--- config.mk ---
export PLATFORM = sky130hd
export DESIGN_NAME = rx_config_control_regs
export DESIGN_NICKNAME = d
export VERILOG_FILES = /design/src/pkg/rx_cfg_pkg.sv /design/src/rtl/cal_engine.sv /design/src/rtl/rx_config_control_regs.sv
export VERILOG_INCLUDE_DIRS = /design/src /design/src/pkg
export SDC_FILE = /design/constraint.sdc
export NUM_CORES = 1
export LEC_CHECK = 0
export BUFFER_PORTS_ARGS = -buffer_cell sky130_fd_sc_hd__buf_2
export CORE_MARGIN = 1.5
export CORE_UTILIZATION = 40
export DETAILED_ROUTE_END_ITERATION = 8
export SYNTH_ARGS = -nofsm -noshare
export SYNTH_HDL_FRONTEND = slang
export SYNTH_HIERARCHICAL = 1
export SYNTH_SLANG_ARGS = --single-unit
--- constraint.sdc ---
create_clock -name clk -period 5.3 [get_ports clk]
set_clock_uncertainty 0.15 [all_clocks]
set_input_delay 0.53 -clock clk [delete_from_list [all_inputs] [get_ports clk]]
set_output_delay 0.53 -clock clk [all_outputs]
set_load 0.02 [all_outputs]
--- src/pkg/rx_cfg_map.svh ---
`ifndef RX_CFG_MAP_SVH
`define RX_CFG_MAP_SVH

// Serial frame: command nibble, address nibble, data byte
`define RX_CMD_WRITE 4'h1
`define RX_CMD_READ 4'h2
`define RX_CMD_RESET 4'h3
`define RX_FRAME_BITS 5'h10
`define RX_HDR_BITS 5'h08

// Register addresses
`define RX_ADDR_CONFIG 4'h1
`define RX_ADDR_CONTROL 4'h2
`define RX_ADDR_STATUS 4'h9

// Reset values and writable masks
`define RX_CONFIG_RESET 8'h40
`define RX_CONTROL_RESET 8'h00
`define RX_CONFIG_MASK 8'h7F
`define RX_CONTROL_MASK 8'h4F

// Configuration fields
`define RX_CFG_GAIN_BIT 6
`define RX_CFG_PRECISE_BIT 5
`define RX_CFG_FSK_SDO_BIT 4
`define RX_CFG_ASK_SDO_BIT 3
`define RX_CFG_PS_HI_BIT 2
`define RX_CFG_PS_LO_BIT 1
`define RX_CFG_DRX_BIT 0

// Control fields
`define RX_CTL_HOLD_BIT 6
`define RX_CTL_FSK_TRK_BIT 3
`define RX_CTL_ASK_TRK_BIT 2
`define RX_CTL_POLL_CAL_BIT 1
`define RX_CTL_FSK_CAL_BIT 0

// Status fields
`define RX_STS_GAIN_BIT 6
`define RX_STS_POLL_BIT 1
`define RX_STS_FSK_BIT 0

// Timing
`define RX_CLK_PERIOD_NS 40
`define RX_OFF_BASE_NS 120000
`define RX_OFF_BASE_CYCLES (`RX_OFF_BASE_NS / `RX_CLK_PERIOD_NS)
`define RX_POLL_CAL_NS 1000000
`define RX_FSK_QUICK_NS 200000
`define RX_FSK_PRECISE_NS 1000000
`define RX_POLL_CAL_CYCLES (`RX_POLL_CAL_NS / `RX_CLK_PERIOD_NS)
`define RX_FSK_QUICK_CYCLES (`RX_FSK_QUICK_NS / `RX_CLK_PERIOD_NS)
`define RX_FSK_PRECISE_CYCLES (`RX_FSK_PRECISE_NS / `RX_CLK_PERIOD_NS)

`endif

--- src/pkg/rx_cfg_pkg.sv ---
package rx_cfg_pkg;
    typedef logic [7:0] reg_t;
    typedef logic [19:0] cal_len_t;
    typedef enum logic {CAL_IDLE, CAL_RUN} cal_state_e;
endpackage

--- src/rtl/cal_engine.sv ---
`timescale 1ns/1ps
`default_nettype none
module cal_engine (
    // Clock and reset
    input wire logic clk,
    input wire logic nrst,
    // Request
    input wire logic start,
    input wire rx_cfg_pkg::cal_len_t length,
    // Progress
    output logic busy,
    output logic done
);
    import rx_cfg_pkg::*;

    cal_state_e state;
    cal_state_e next_state;
    cal_len_t count;
    cal_len_t next_count;
    logic next_done;

    always_comb
    begin
        next_state = state;
        next_count = count;
        next_done = 1'b0;
        case (state)
            CAL_IDLE:
            begin
                // A start while running is ignored
                if (start)
                begin
                    next_state = CAL_RUN;
                    next_count = length - 20'h00001;
                end
            end
            CAL_RUN:
            begin
                if (count == 20'h00000)
                begin
                    next_state = CAL_IDLE;
                    next_done = 1'b1;
                end
                else
                begin
                    next_count = count - 20'h00001;
                end
            end
            default:
            begin
                next_state = CAL_IDLE;
            end
        endcase
    end

    always_ff @(posedge clk or negedge nrst)
    begin
        if (!nrst)
        begin
            state <= CAL_IDLE;
            count <= 20'h00000;
            done <= 1'b0;
        end
        else
        begin
            state <= next_state;
            count <= next_count;
            done <= next_done;
        end
    end

    assign busy = (state == CAL_RUN);
endmodule
`default_nettype wire

--- src/rtl/rx_config_control_regs.sv ---
// What this block does
// Config bit 6 selects LNA high gain, resets 1
// Host forms manual gain via AGC enable toggle
// Config bit 5 selects long precise FSK calibration
// Config bit 4 routes serial out to FSK pin
// Config bit 3 routes serial out to ASK pin
// Config bits 2:1 set off-timer LSB size
// Config bit 0 selects discontinuous receive, resets 0
// Control bit 6 freezes present LNA gain
// Control bit 3 enables FSK peak tracking
// Control bit 2 enables ASK peak tracking
// Writing control bit 1 starts polling calibration
// Polling start bit clears when calibration completes
// Host calibrates polling timer before discontinuous mode
// Writing control bit 0 starts FSK calibration
// FSK start bit clears when calibration completes
// Polling flag reads 1 once calibration complete
// FSK flag reads 0 until calibration finished
// Unused bits ignore writes, read zero
`timescale 1ns/1ps
`default_nettype none
`include "rx_cfg_map.svh"
module rx_config_control_regs #(
    parameter rx_cfg_pkg::cal_len_t POLL_CAL_CYCLES = 20'(`RX_POLL_CAL_CYCLES),
    parameter rx_cfg_pkg::cal_len_t FSK_QUICK_CYCLES = 20'(`RX_FSK_QUICK_CYCLES),
    parameter rx_cfg_pkg::cal_len_t FSK_PRECISE_CYCLES = 20'(`RX_FSK_PRECISE_CYCLES)
) (
    // Clock and reset
    input wire logic clk,
    input wire logic nrst,
    // Serial interface pins
    input wire logic sclk,
    input wire logic cs_n,
    input wire logic dio_in,
    output logic dio_out,
    output logic dio_oe,
    // Demodulated data and data pins
    input wire logic ask_demod,
    input wire logic fsk_demod,
    output logic ask_data_pin,
    output logic fsk_data_pin,
    // Gain control
    input wire logic auto_gain_enable,
    input wire logic agc_gain_request,
    output logic lna_high_gain,
    // Configuration and control outputs
    output logic fsk_cal_precise,
    output logic discontinuous_rx_select,
    output logic off_lsb_tick,
    output logic fsk_peak_track,
    output logic ask_peak_track,
    output logic poll_cal_busy,
    output logic fsk_cal_busy
);
    import rx_cfg_pkg::*;

    // Shorter runs would break the two-cycle busy guarantee
    if (POLL_CAL_CYCLES < 20'h00003 || FSK_QUICK_CYCLES < 20'h00003
        || FSK_PRECISE_CYCLES < 20'h00003)
    begin : g_bad_len
        $error("Calibration lengths must be at least three cycles");
    end

    localparam int NSYNC = 6;
    localparam logic [17:0] OFF_BASE = 18'(`RX_OFF_BASE_CYCLES);

    // Two-flop synchronisers: sclk, cs_n, dio, ask, fsk, agc request
    logic [NSYNC-1:0] raw_in;
    logic [NSYNC-1:0] sync1;
    logic [NSYNC-1:0] sync2;
    logic [NSYNC-1:0] sync3;
    assign raw_in = {agc_gain_request, fsk_demod, ask_demod, dio_in, cs_n, sclk};
    genvar gi;
    generate
        for (gi = 0; gi < NSYNC; gi = gi + 1)
        begin : g_sync
            always_ff @(posedge clk or negedge nrst)
            begin
                if (!nrst)
                begin
                    sync1[gi] <= 1'b1;
                    sync2[gi] <= 1'b1;
                    sync3[gi] <= 1'b1;
                end
                else
                begin
                    sync1[gi] <= raw_in[gi];
                    sync2[gi] <= sync1[gi];
                    sync3[gi] <= sync2[gi];
                end
            end
        end
    endgenerate

    logic sclk_rise;
    logic sclk_fall;
    logic cs_rise;
    logic cs_fall;
    logic cs_low;
    logic agc_change;
    assign sclk_rise = sync2[0] & ~sync3[0];
    assign sclk_fall = ~sync2[0] & sync3[0];
    assign cs_rise = sync2[1] & ~sync3[1];
    assign cs_fall = ~sync2[1] & sync3[1];
    assign cs_low = ~sync2[1];
    assign agc_change = sync2[5] ^ sync3[5];

    // Register state
    reg_t config_q;
    reg_t control_q;
    logic poll_flag;
    logic fsk_flag;
    logic [4:0] bit_cnt;
    logic [15:0] shift_in;
    reg_t shift_out;
    logic rd_active;
    logic [17:0] off_cnt;
    reg_t next_config;
    reg_t next_control;
    logic next_poll_flag;
    logic next_fsk_flag;
    logic [4:0] next_bit_cnt;
    logic [15:0] next_shift_in;
    reg_t next_shift_out;
    logic next_rd_active;
    logic next_gain;
    logic [17:0] next_off_cnt;
    logic next_off_tick;
    logic next_dio_out;
    logic next_dio_oe;
    logic next_ask_pin;
    logic next_fsk_pin;

    // Frame decode
    logic frame_done;
    logic wr_cfg;
    logic wr_ctl;
    logic soft_rst;
    reg_t wr_data;
    assign frame_done = cs_rise && (bit_cnt == `RX_FRAME_BITS);
    assign wr_data = shift_in[7:0];
    assign wr_cfg = frame_done && shift_in[15:12] == `RX_CMD_WRITE
        && shift_in[11:8] == `RX_ADDR_CONFIG;
    assign wr_ctl = frame_done && shift_in[15:12] == `RX_CMD_WRITE
        && shift_in[11:8] == `RX_ADDR_CONTROL;
    assign soft_rst = frame_done && shift_in[15:12] == `RX_CMD_RESET;

    // Calibration engines
    logic poll_start;
    logic fsk_start;
    logic poll_done;
    logic fsk_done;
    logic poll_busy_w;
    logic fsk_busy_w;
    cal_len_t fsk_len;
    assign poll_start = wr_ctl && wr_data[`RX_CTL_POLL_CAL_BIT];
    assign fsk_start = wr_ctl && wr_data[`RX_CTL_FSK_CAL_BIT];
    // Precise calibration trades time for accuracy
    assign fsk_len = config_q[`RX_CFG_PRECISE_BIT] ? FSK_PRECISE_CYCLES
        : FSK_QUICK_CYCLES;

    cal_engine u_poll_cal (
        .clk(clk),
        .nrst(nrst),
        .start(poll_start),
        .length(POLL_CAL_CYCLES),
        .busy(poll_busy_w),
        .done(poll_done)
    );

    cal_engine u_fsk_cal (
        .clk(clk),
        .nrst(nrst),
        .start(fsk_start),
        .length(fsk_len),
        .busy(fsk_busy_w),
        .done(fsk_done)
    );

    function automatic reg_t read_reg(input logic [3:0] addr);
        reg_t v;
        v = 8'h00;
        case (addr)
            `RX_ADDR_CONFIG: v = config_q;
            `RX_ADDR_CONTROL: v = control_q;
            `RX_ADDR_STATUS:
            begin
                v[`RX_STS_GAIN_BIT] = lna_high_gain;
                v[`RX_STS_POLL_BIT] = poll_flag;
                v[`RX_STS_FSK_BIT] = fsk_flag;
            end
            default: v = 8'h00;
        endcase
        return v;
    endfunction

    always_comb
    begin
        next_config = config_q;
        next_control = control_q;
        next_poll_flag = poll_flag;
        next_fsk_flag = fsk_flag;
        next_bit_cnt = bit_cnt;
        next_shift_in = shift_in;
        next_shift_out = shift_out;
        next_rd_active = rd_active;
        next_gain = lna_high_gain;
        // Serial shifter
        if (cs_fall || cs_rise)
        begin
            next_bit_cnt = 5'h00;
            next_rd_active = 1'b0;
        end
        else if (cs_low && sclk_rise && bit_cnt != `RX_FRAME_BITS)
        begin
            next_shift_in = {shift_in[14:0], sync2[2]};
            next_bit_cnt = bit_cnt + 5'h01;
            if (bit_cnt + 5'h01 == `RX_HDR_BITS && shift_in[6:3] == `RX_CMD_READ)
            begin
                next_rd_active = 1'b1;
                next_shift_out = read_reg({shift_in[2:0], sync2[2]});
            end
        end
        else if (cs_low && sclk_fall && rd_active && bit_cnt > `RX_HDR_BITS)
        begin
            next_shift_out = {shift_out[6:0], 1'b0};
        end
        // Register writes
        if (wr_cfg)
        begin
            next_config = wr_data & `RX_CONFIG_MASK;
        end
        if (wr_ctl)
        begin
            next_control = wr_data & `RX_CONTROL_MASK;
        end
        else
        begin
            if (poll_done)
            begin
                next_control[`RX_CTL_POLL_CAL_BIT] = 1'b0;
            end
            if (fsk_done)
            begin
                next_control[`RX_CTL_FSK_CAL_BIT] = 1'b0;
            end
        end
        // Flags: completion wins over a new start
        if (poll_start && !poll_busy_w)
        begin
            next_poll_flag = 1'b0;
        end
        if (poll_done)
        begin
            next_poll_flag = 1'b1;
        end
        if (fsk_start && !fsk_busy_w)
        begin
            next_fsk_flag = 1'b0;
        end
        if (fsk_done)
        begin
            next_fsk_flag = 1'b1;
        end
        // Gain: frozen under hold or with auto gain disabled, else config writes or AGC request follows
        if (!control_q[`RX_CTL_HOLD_BIT] && auto_gain_enable)
        begin
            if (wr_cfg)
            begin
                next_gain = wr_data[`RX_CFG_GAIN_BIT];
            end
            else if (agc_change)
            begin
                next_gain = sync2[5];
            end
        end
        if (soft_rst)
        begin
            next_config = `RX_CONFIG_RESET;
            next_control = `RX_CONTROL_RESET;
        end
    end

    // Off-timer LSB tick: base times 1, 4, 16 or 64
    always_comb
    begin
        next_off_tick = 1'b0;
        next_off_cnt = off_cnt - 18'h00001;
        if (off_cnt == 18'h00000)
        begin
            next_off_tick = 1'b1;
            next_off_cnt = (OFF_BASE << {config_q[`RX_CFG_PS_HI_BIT],
                config_q[`RX_CFG_PS_LO_BIT], 1'b0}) - 18'h00001;
        end
    end

    // Pin drive: 4-wire mode moves read data off the DIO pin
    always_comb
    begin
        next_dio_out = shift_out[7];
        next_dio_oe = rd_active && cs_low && !config_q[`RX_CFG_FSK_SDO_BIT]
            && !config_q[`RX_CFG_ASK_SDO_BIT];
        next_fsk_pin = config_q[`RX_CFG_FSK_SDO_BIT] ? shift_out[7] : sync2[4];
        next_ask_pin = config_q[`RX_CFG_ASK_SDO_BIT] ? shift_out[7] : sync2[3];
    end

    always_ff @(posedge clk or negedge nrst)
    begin
        if (!nrst)
        begin
            config_q <= `RX_CONFIG_RESET;
            control_q <= `RX_CONTROL_RESET;
            poll_flag <= 1'b0;
            fsk_flag <= 1'b0;
            bit_cnt <= 5'h00;
            shift_in <= 16'h0000;
            shift_out <= 8'h00;
            rd_active <= 1'b0;
            lna_high_gain <= 1'b1;
            off_cnt <= 18'h00000;
            off_lsb_tick <= 1'b0;
            dio_out <= 1'b0;
            dio_oe <= 1'b0;
            fsk_data_pin <= 1'b0;
            ask_data_pin <= 1'b0;
            poll_cal_busy <= 1'b0;
            fsk_cal_busy <= 1'b0;
        end
        else
        begin
            config_q <= next_config;
            control_q <= next_control;
            poll_flag <= next_poll_flag;
            fsk_flag <= next_fsk_flag;
            bit_cnt <= next_bit_cnt;
            shift_in <= next_shift_in;
            shift_out <= next_shift_out;
            rd_active <= next_rd_active;
            lna_high_gain <= next_gain;
            off_cnt <= next_off_cnt;
            off_lsb_tick <= next_off_tick;
            dio_out <= next_dio_out;
            dio_oe <= next_dio_oe;
            fsk_data_pin <= next_fsk_pin;
            ask_data_pin <= next_ask_pin;
            poll_cal_busy <= poll_busy_w;
            fsk_cal_busy <= fsk_busy_w;
        end
    end

    assign fsk_cal_precise = config_q[`RX_CFG_PRECISE_BIT];
    assign discontinuous_rx_select = config_q[`RX_CFG_DRX_BIT];
    assign fsk_peak_track = control_q[`RX_CTL_FSK_TRK_BIT];
    assign ask_peak_track = control_q[`RX_CTL_ASK_TRK_BIT];
endmodule
`default_nettype wire

; Yosys cells after proc, flatten, opt, wreduce, memory -nomap -nowiden
; Index checks and enable logic that the tools add are counted.
[word_totals]
in_bits = 9
output_inout_bits = 12
register_bits = 133
elab_cells = 166
[op_classes]
n_eq_ne = 16
n_reduce_logical = 44
shift = 1
muxes = 46
magnitude_cmp = 1
bitwise = 12
addsub = 6
[op_table]
columns = op, n
row1 = 20-bit two-way mux, 4
row2 = 20-bit case mux with 2 select lines, 2
row3 = 8-bit two-way mux, 6
row4 = 20-bit zero test, 2
row5 = 20-bit by 1-bit subtractor with 20-bit output (second input constant), 2
row6 = 18-bit by 1-bit subtractor with 18-bit output (second input constant), 2
row7 = 1-bit two-way mux, 22
row8 = 1-bit logical AND, 19
row9 = 18-bit zero test, 1
row10 = 18-bit two-way mux, 1
row11 = 12-bit by 3-bit left shift with 18-bit output (first input constant), 1
row12 = 4-bit by 2-bit equality test with 1-bit output (second input constant), 4
row13 = 2-bit nonzero test, 8
row14 = 15-bit by 1-bit subtractor with 16-bit output (second input constant), 1
row15 = 15-bit two-way mux, 1
row16 = 4-bit by 1-bit equality test with 1-bit output (second input constant), 3
row17 = 5-bit two-way mux, 2
row18 = 2-bit AND reduction, 5
row19 = 2-bit != test (second input constant), 4
row20 = 4-bit case mux with 2 select lines, 1
row21 = 1-bit NOT, 7
row22 = 6-bit two-way mux, 1
row23 = 1-bit case mux with 2 select lines, 3
row24 = 2-bit case mux with 3 select lines, 1
row25 = 15 further kinds, 23

; Logic depth before layout (Yosys ltp)
[logic_depth]
word_depth = 9
mapped_depth = 12
ltp_nobuf = 10

; Hierarchy
; Netlist, hierarchy kept.
[by_module_without_submodules]
columns = module, cells_per_inst, area_per_inst_um2, n_inst, seq_area_each_um2
row1 = rx_config_control_regs, 332, 3907.5, 1, 2148.3
row2 = cal_engine, 204, 1800.5, 2, 550.5

; Worst setup path before layout
; Ideal clock, no wire load.
[synth_path]
kind = register to register
from = register u_fsk_cal.state, in the netlist u_fsk_cal/busy
to = register u_fsk_cal.count[16]
arrival_time_ps = 2680
setup_ps = 99
required_time_ps = 5051
setup_slack_ps = 2371
path_stages_with_launch = 13
n_path_buf = 5
path_cell_list = dfrtp_1 buf_6 buf_6 buf_4 buf_2 clkbuf_1 mux2i_1 ha_1 o21ai_1 nor4_4 nand2_1 xor2_1 a311oi_1
[synth_via]
elab_chain_cells = 3
[synth_lines]
columns = item, line
row1 = "start, declared", cal_engine.sv:16  ; cal_state_e state;
row2 = "start signal, assigned", cal_engine.sv:66  ; state <= next_state;
row3 = 1-bit NOT, cal_engine.sv:27  ; case (state)
row4 = 2-bit != test (no line), -
row5 = 2-bit AND reduction (no line), -
row6 = "end signal, assigned", cal_engine.sv:67  ; count <= next_count;
row7 = "end, declared", cal_engine.sv:18  ; cal_len_t count;
; Parallel ways exist; a longest one is shown, timed or not.
; A chain may end at the register's enable or synchronous reset.

; Worst setup path after layout
[layout_path]
from = register sync2[1]
to = register u_fsk_cal.count[18]
[layout_via]
elab_chain_cells = 7
[layout_lines]
columns = item, line
row1 = "start, declared", rx_config_control_regs.sv:70  ; logic [NSYNC-1:0] sync2;
row2 = "start signal, assigned by index", rx_config_control_regs.sv:88  ; sync2[gi] <= sync1[gi];
row3 = 1-bit bitwise AND, rx_config_control_regs.sv:103  ; assign cs_rise = sync2[1] & ~sync3[1];
row4 = 1-bit logical AND, rx_config_control_regs.sv:140  ; assign frame_done = cs_rise && (bit_cnt == `RX_FRAME_BITS);
row5 = 1-bit logical AND (no line) (2 in series), -
row6 = 1-bit logical AND, rx_config_control_regs.sv:157  ; assign fsk_start = wr_ctl && wr_data[`RX_CTL_FSK_CAL_BIT];
row7 = net fsk_start, rx_config_control_regs.sv:150  ; logic fsk_start;
row8 = 2-bit != test (no line), -
row9 = 2-bit AND reduction (no line), -
; The timed path passes the listed nets, and every way through them passes these cells.

==> summary.md <==
| Metric | Value |
|---|---|
| Pin count of the biggest net entering global routing | 104 |
| Yosys reg bits | 129 |
| CP Class | reg2reg |
| YS warnings | 6 |
| Worst-margin pin slew | 0.939 ns |
| Clock latency on the worst-skew pair | 0.42 ns |
| Main flop type after synthesis | dfrtp_1 |
| Final WL | 15.9 mm |
| Total congestion overflow | 0 |
| Antenna Cells | 0 |
| Fin cells | 1087 |
| Filler Cells Inserted | 1670 |
| Core ar. | 18200 µm² |
| Worst Hold Class | in2reg |
| CP Capture Type | register |
| Via count | 5706 |
| Final setup viols | 0 |
| Max-cap viol count | 0 |
| Power Density | 274 nW/µm² |
| CTS root buffer | clkbuf_16 |
| Final Hold Viols | 0 |
| Final net count | 860 |
| Data required, critical path | 5.47 ns |
| Synthesized area per cell | 10.1 µm² |
| Final antenna-violating net count | 0 |
| Slew HR | 37.4% |
| WL/cell | 14.6 µm |
| Gate Count Post-Synth | 740 |
| CTS max path bufs | 2 |
| Vias in the first global route | 5376 |
| CTS Sinks | 129 |
| Final slew viol count | 0 |
| CTS clk-pin slew, worst paths | 0.06 ns |
| RSZ-0062 raised after global routing | false |
| Initial antenna violation count | 0 |
| Layout cells sized above 1 | 17.6% |
| CTS buffer count | 17 |
| Final hold slack | 0.0495 ns |
| Post-Synthesis Cell Area | 7510 µm² |
| Detailed Route Iter0 Violations | 371 |
| Placer Congestion | 0.817 |
| CTS tree | done |
| CP startpoint kind | register |
| Netlist cell types | 83 |
| Fin crit period | 3.09 ns |
| Max Freq | 324 MHz |
| Vias per inst | 5.25 |
| Chip width | 140 µm |
| Die H | 140 µm |
| DRC viols | 0 |
| Worst-path fanout max | 12 |
| Cts hold-fix bufs | 0 |
| GRT Overall Usage | 17.4% |
| Period utilization | 58.3% |
| PostCTS Resize Cnt | 0 |
| Sum Neg Setup Slack | 0 ns |
| DP HPWL | 10.7 mm |
| Row count | 49 |
| Area growth syn-to-layout | 16.1% |
| First-pass GRT wire length | 27.4 mm |
| H-Tree Depth | 4 |
| Initial core utilization | 41.2% |
| Ports | 21 |
| IO buf count | 20 |
| Leak | 0.00380 µW |
| # placed instances | 1055 |
| Setup Fix Bufs, Post-CTS | 0 |
| DRT Pass-1 Iters | 4 |
| Synth async-reset ratio | 100% |
| Post-synth EDFFs | 0 |
| Critical Path AT | 3.26 ns |
| Full die area | 19600 µm² |
| Status | complete, no violations |
| Max IR drop VDD | 0.184 mV |
| Sequential share of the synthesized area | 43.3% |
==> path summary, 6_finish.rpt <==
kind,from,end,slack (ns),cells after the start
worst max-delay path,sync2[1],u_fsk_cal/count[18],2.21,9
worst min-delay path,agc_gain_request,sync1[5],0.05,1
worst max register to register,sync2[1],u_fsk_cal/count[18],2.21,9
worst min register to register,sync1[1],sync2[1],0.20,0
max in group asynchronous,nrst,config_q[6],3.96,2
min in group asynchronous,nrst,ask_data_pin,0.07,1
==> area by class of cell <==
class / count / area (µm²) / share of cell area [%]
well taps: 229 / 287 / 3.29
clock buffers: 19 / 443 / 5.08
clock inverters: 13 / 161 / 1.85
inverters: 21 / 78.8 / 0.904
repair buffers: 26 / 151 / 1.74
flip-flops and latches: 129 / 3250 / 37.3
multi-input cells: 650 / 4350 / 49.8
==> per-stage QoR <==
step                worst slack [ns]  power, µW  utilization [%]  area [µm²]
global placement                2.25       1200             44.6        8110
detailed placement              2.19       1210             44.6        8110
global route                    1.92       2490             47.9        8720
floorplan                       2.37       1160                -        7850
finish                          2.21       2390             47.9        8720
CTS                             2.16       2420             47.9        8720
==> state kept, by name, summed over array words and instances, names as in the netlist, 3 cells and up <==
name,cells
off_cnt,18
bit_cnt,5
u_poll_cal/count,20
sync1,6
shift_in,16
control_q,5
u_fsk_cal/count,20
shift_out,8
config_q,7
sync2,6
sync3,3
==> cell usage in the layout, fill, tap and decap left out, drive strengths merged, types with 9 or more instances in the layout <==
cell and instances:
nor4b 10, xnor2 23, nand3 26, clkbuf 19, dfrtp 112, a221o 10, a21oi 25, nor2 58
xor2 23, conb 92, inv 22, o21ai 35, nand2 51, mux2i 33, o22ai 13, mux2 28
dfstp 17, nor3 42, nand4 15, nor4 19, buf 26, nor3b 15, or3 11, and2 9
==> synth_stat cells, types with 7 or more instances <==
cell      count  area share (%)
o21ai_1       7            0.47
xnor2_1      23             2.7
dfstp_2      17             5.9
nand2_1      50             2.5
a221o_1      10             1.3
nor4_1       12             1.0
mux2i_1      33             4.4
mux2_2       28             4.2
nand3_1      25             1.7
inv_1        19            0.95
nor3b_1      12             1.2
or3_1        10            0.83
and2_1        9            0.75
buf_2        14            0.93
nor2_1       57             2.8
nand4_1      15             1.2
a31oi_1       7            0.58
nor2b_1       8            0.67
o21ai_0      28             1.9
nor4b_1       7            0.82
xor2_1       23             2.7
nor3_1       38             2.5
o211ai_1      8            0.80
a21o_1        8            0.80
dfrtp_1     112              37
o22ai_1      10            0.83
a21oi_1      25             1.7
==> where the power goes <==
group	internal (µW)	switching, µW	total, µW
Combinational	56.9	81.1	138
Clock	752	449	1200
Sequential	1020	34.6	1050
Total	1830	564	2390
==> routing by layer <==
layer  vias to the layer above  track usage, %  wire [µm]
li1                       2876               -          -
met1                      2733            24.5       7980
met2                        71            26.1       7220
met3                        26            3.49        402
met4                         0            6.93        309
met5                         -               0          0
==> critical path: stages, from the launching register on <==
cell and delay (ns):
dfstp_2 0.59, ha_1 0.17, and4bb_2 0.29, nand3_1 0.13, nor3_1 0.44, o22ai_1 0.39
buf_4 0.31, nor4b_1 0.28, a21oi_1 0.06, o221ai_1 0.17
==> logic make-up (layout without fill, tap and decap cells) <==
| logic type | after synthesis | count (layout) | share of synthesized area, % |
|---|---|---|---|
| AOI/OAI and AO/OA | 150 | 150 | 14.4 |
| xor gates and xnor gates | 46 | 46 | 5.37 |
| DFF | 129 | 129 | 43.3 |
| other | 2 | 92 | 0.100 |
| and+or+nand+nor | 295 | 295 | 23.9 |
| adders and majority gates | 6 | 6 | 1.00 |
| buffers and inverters | 51 | 79 | 3.35 |
| muxes | 61 | 61 | 8.60 |
Power figures use the tool's default switching activity.
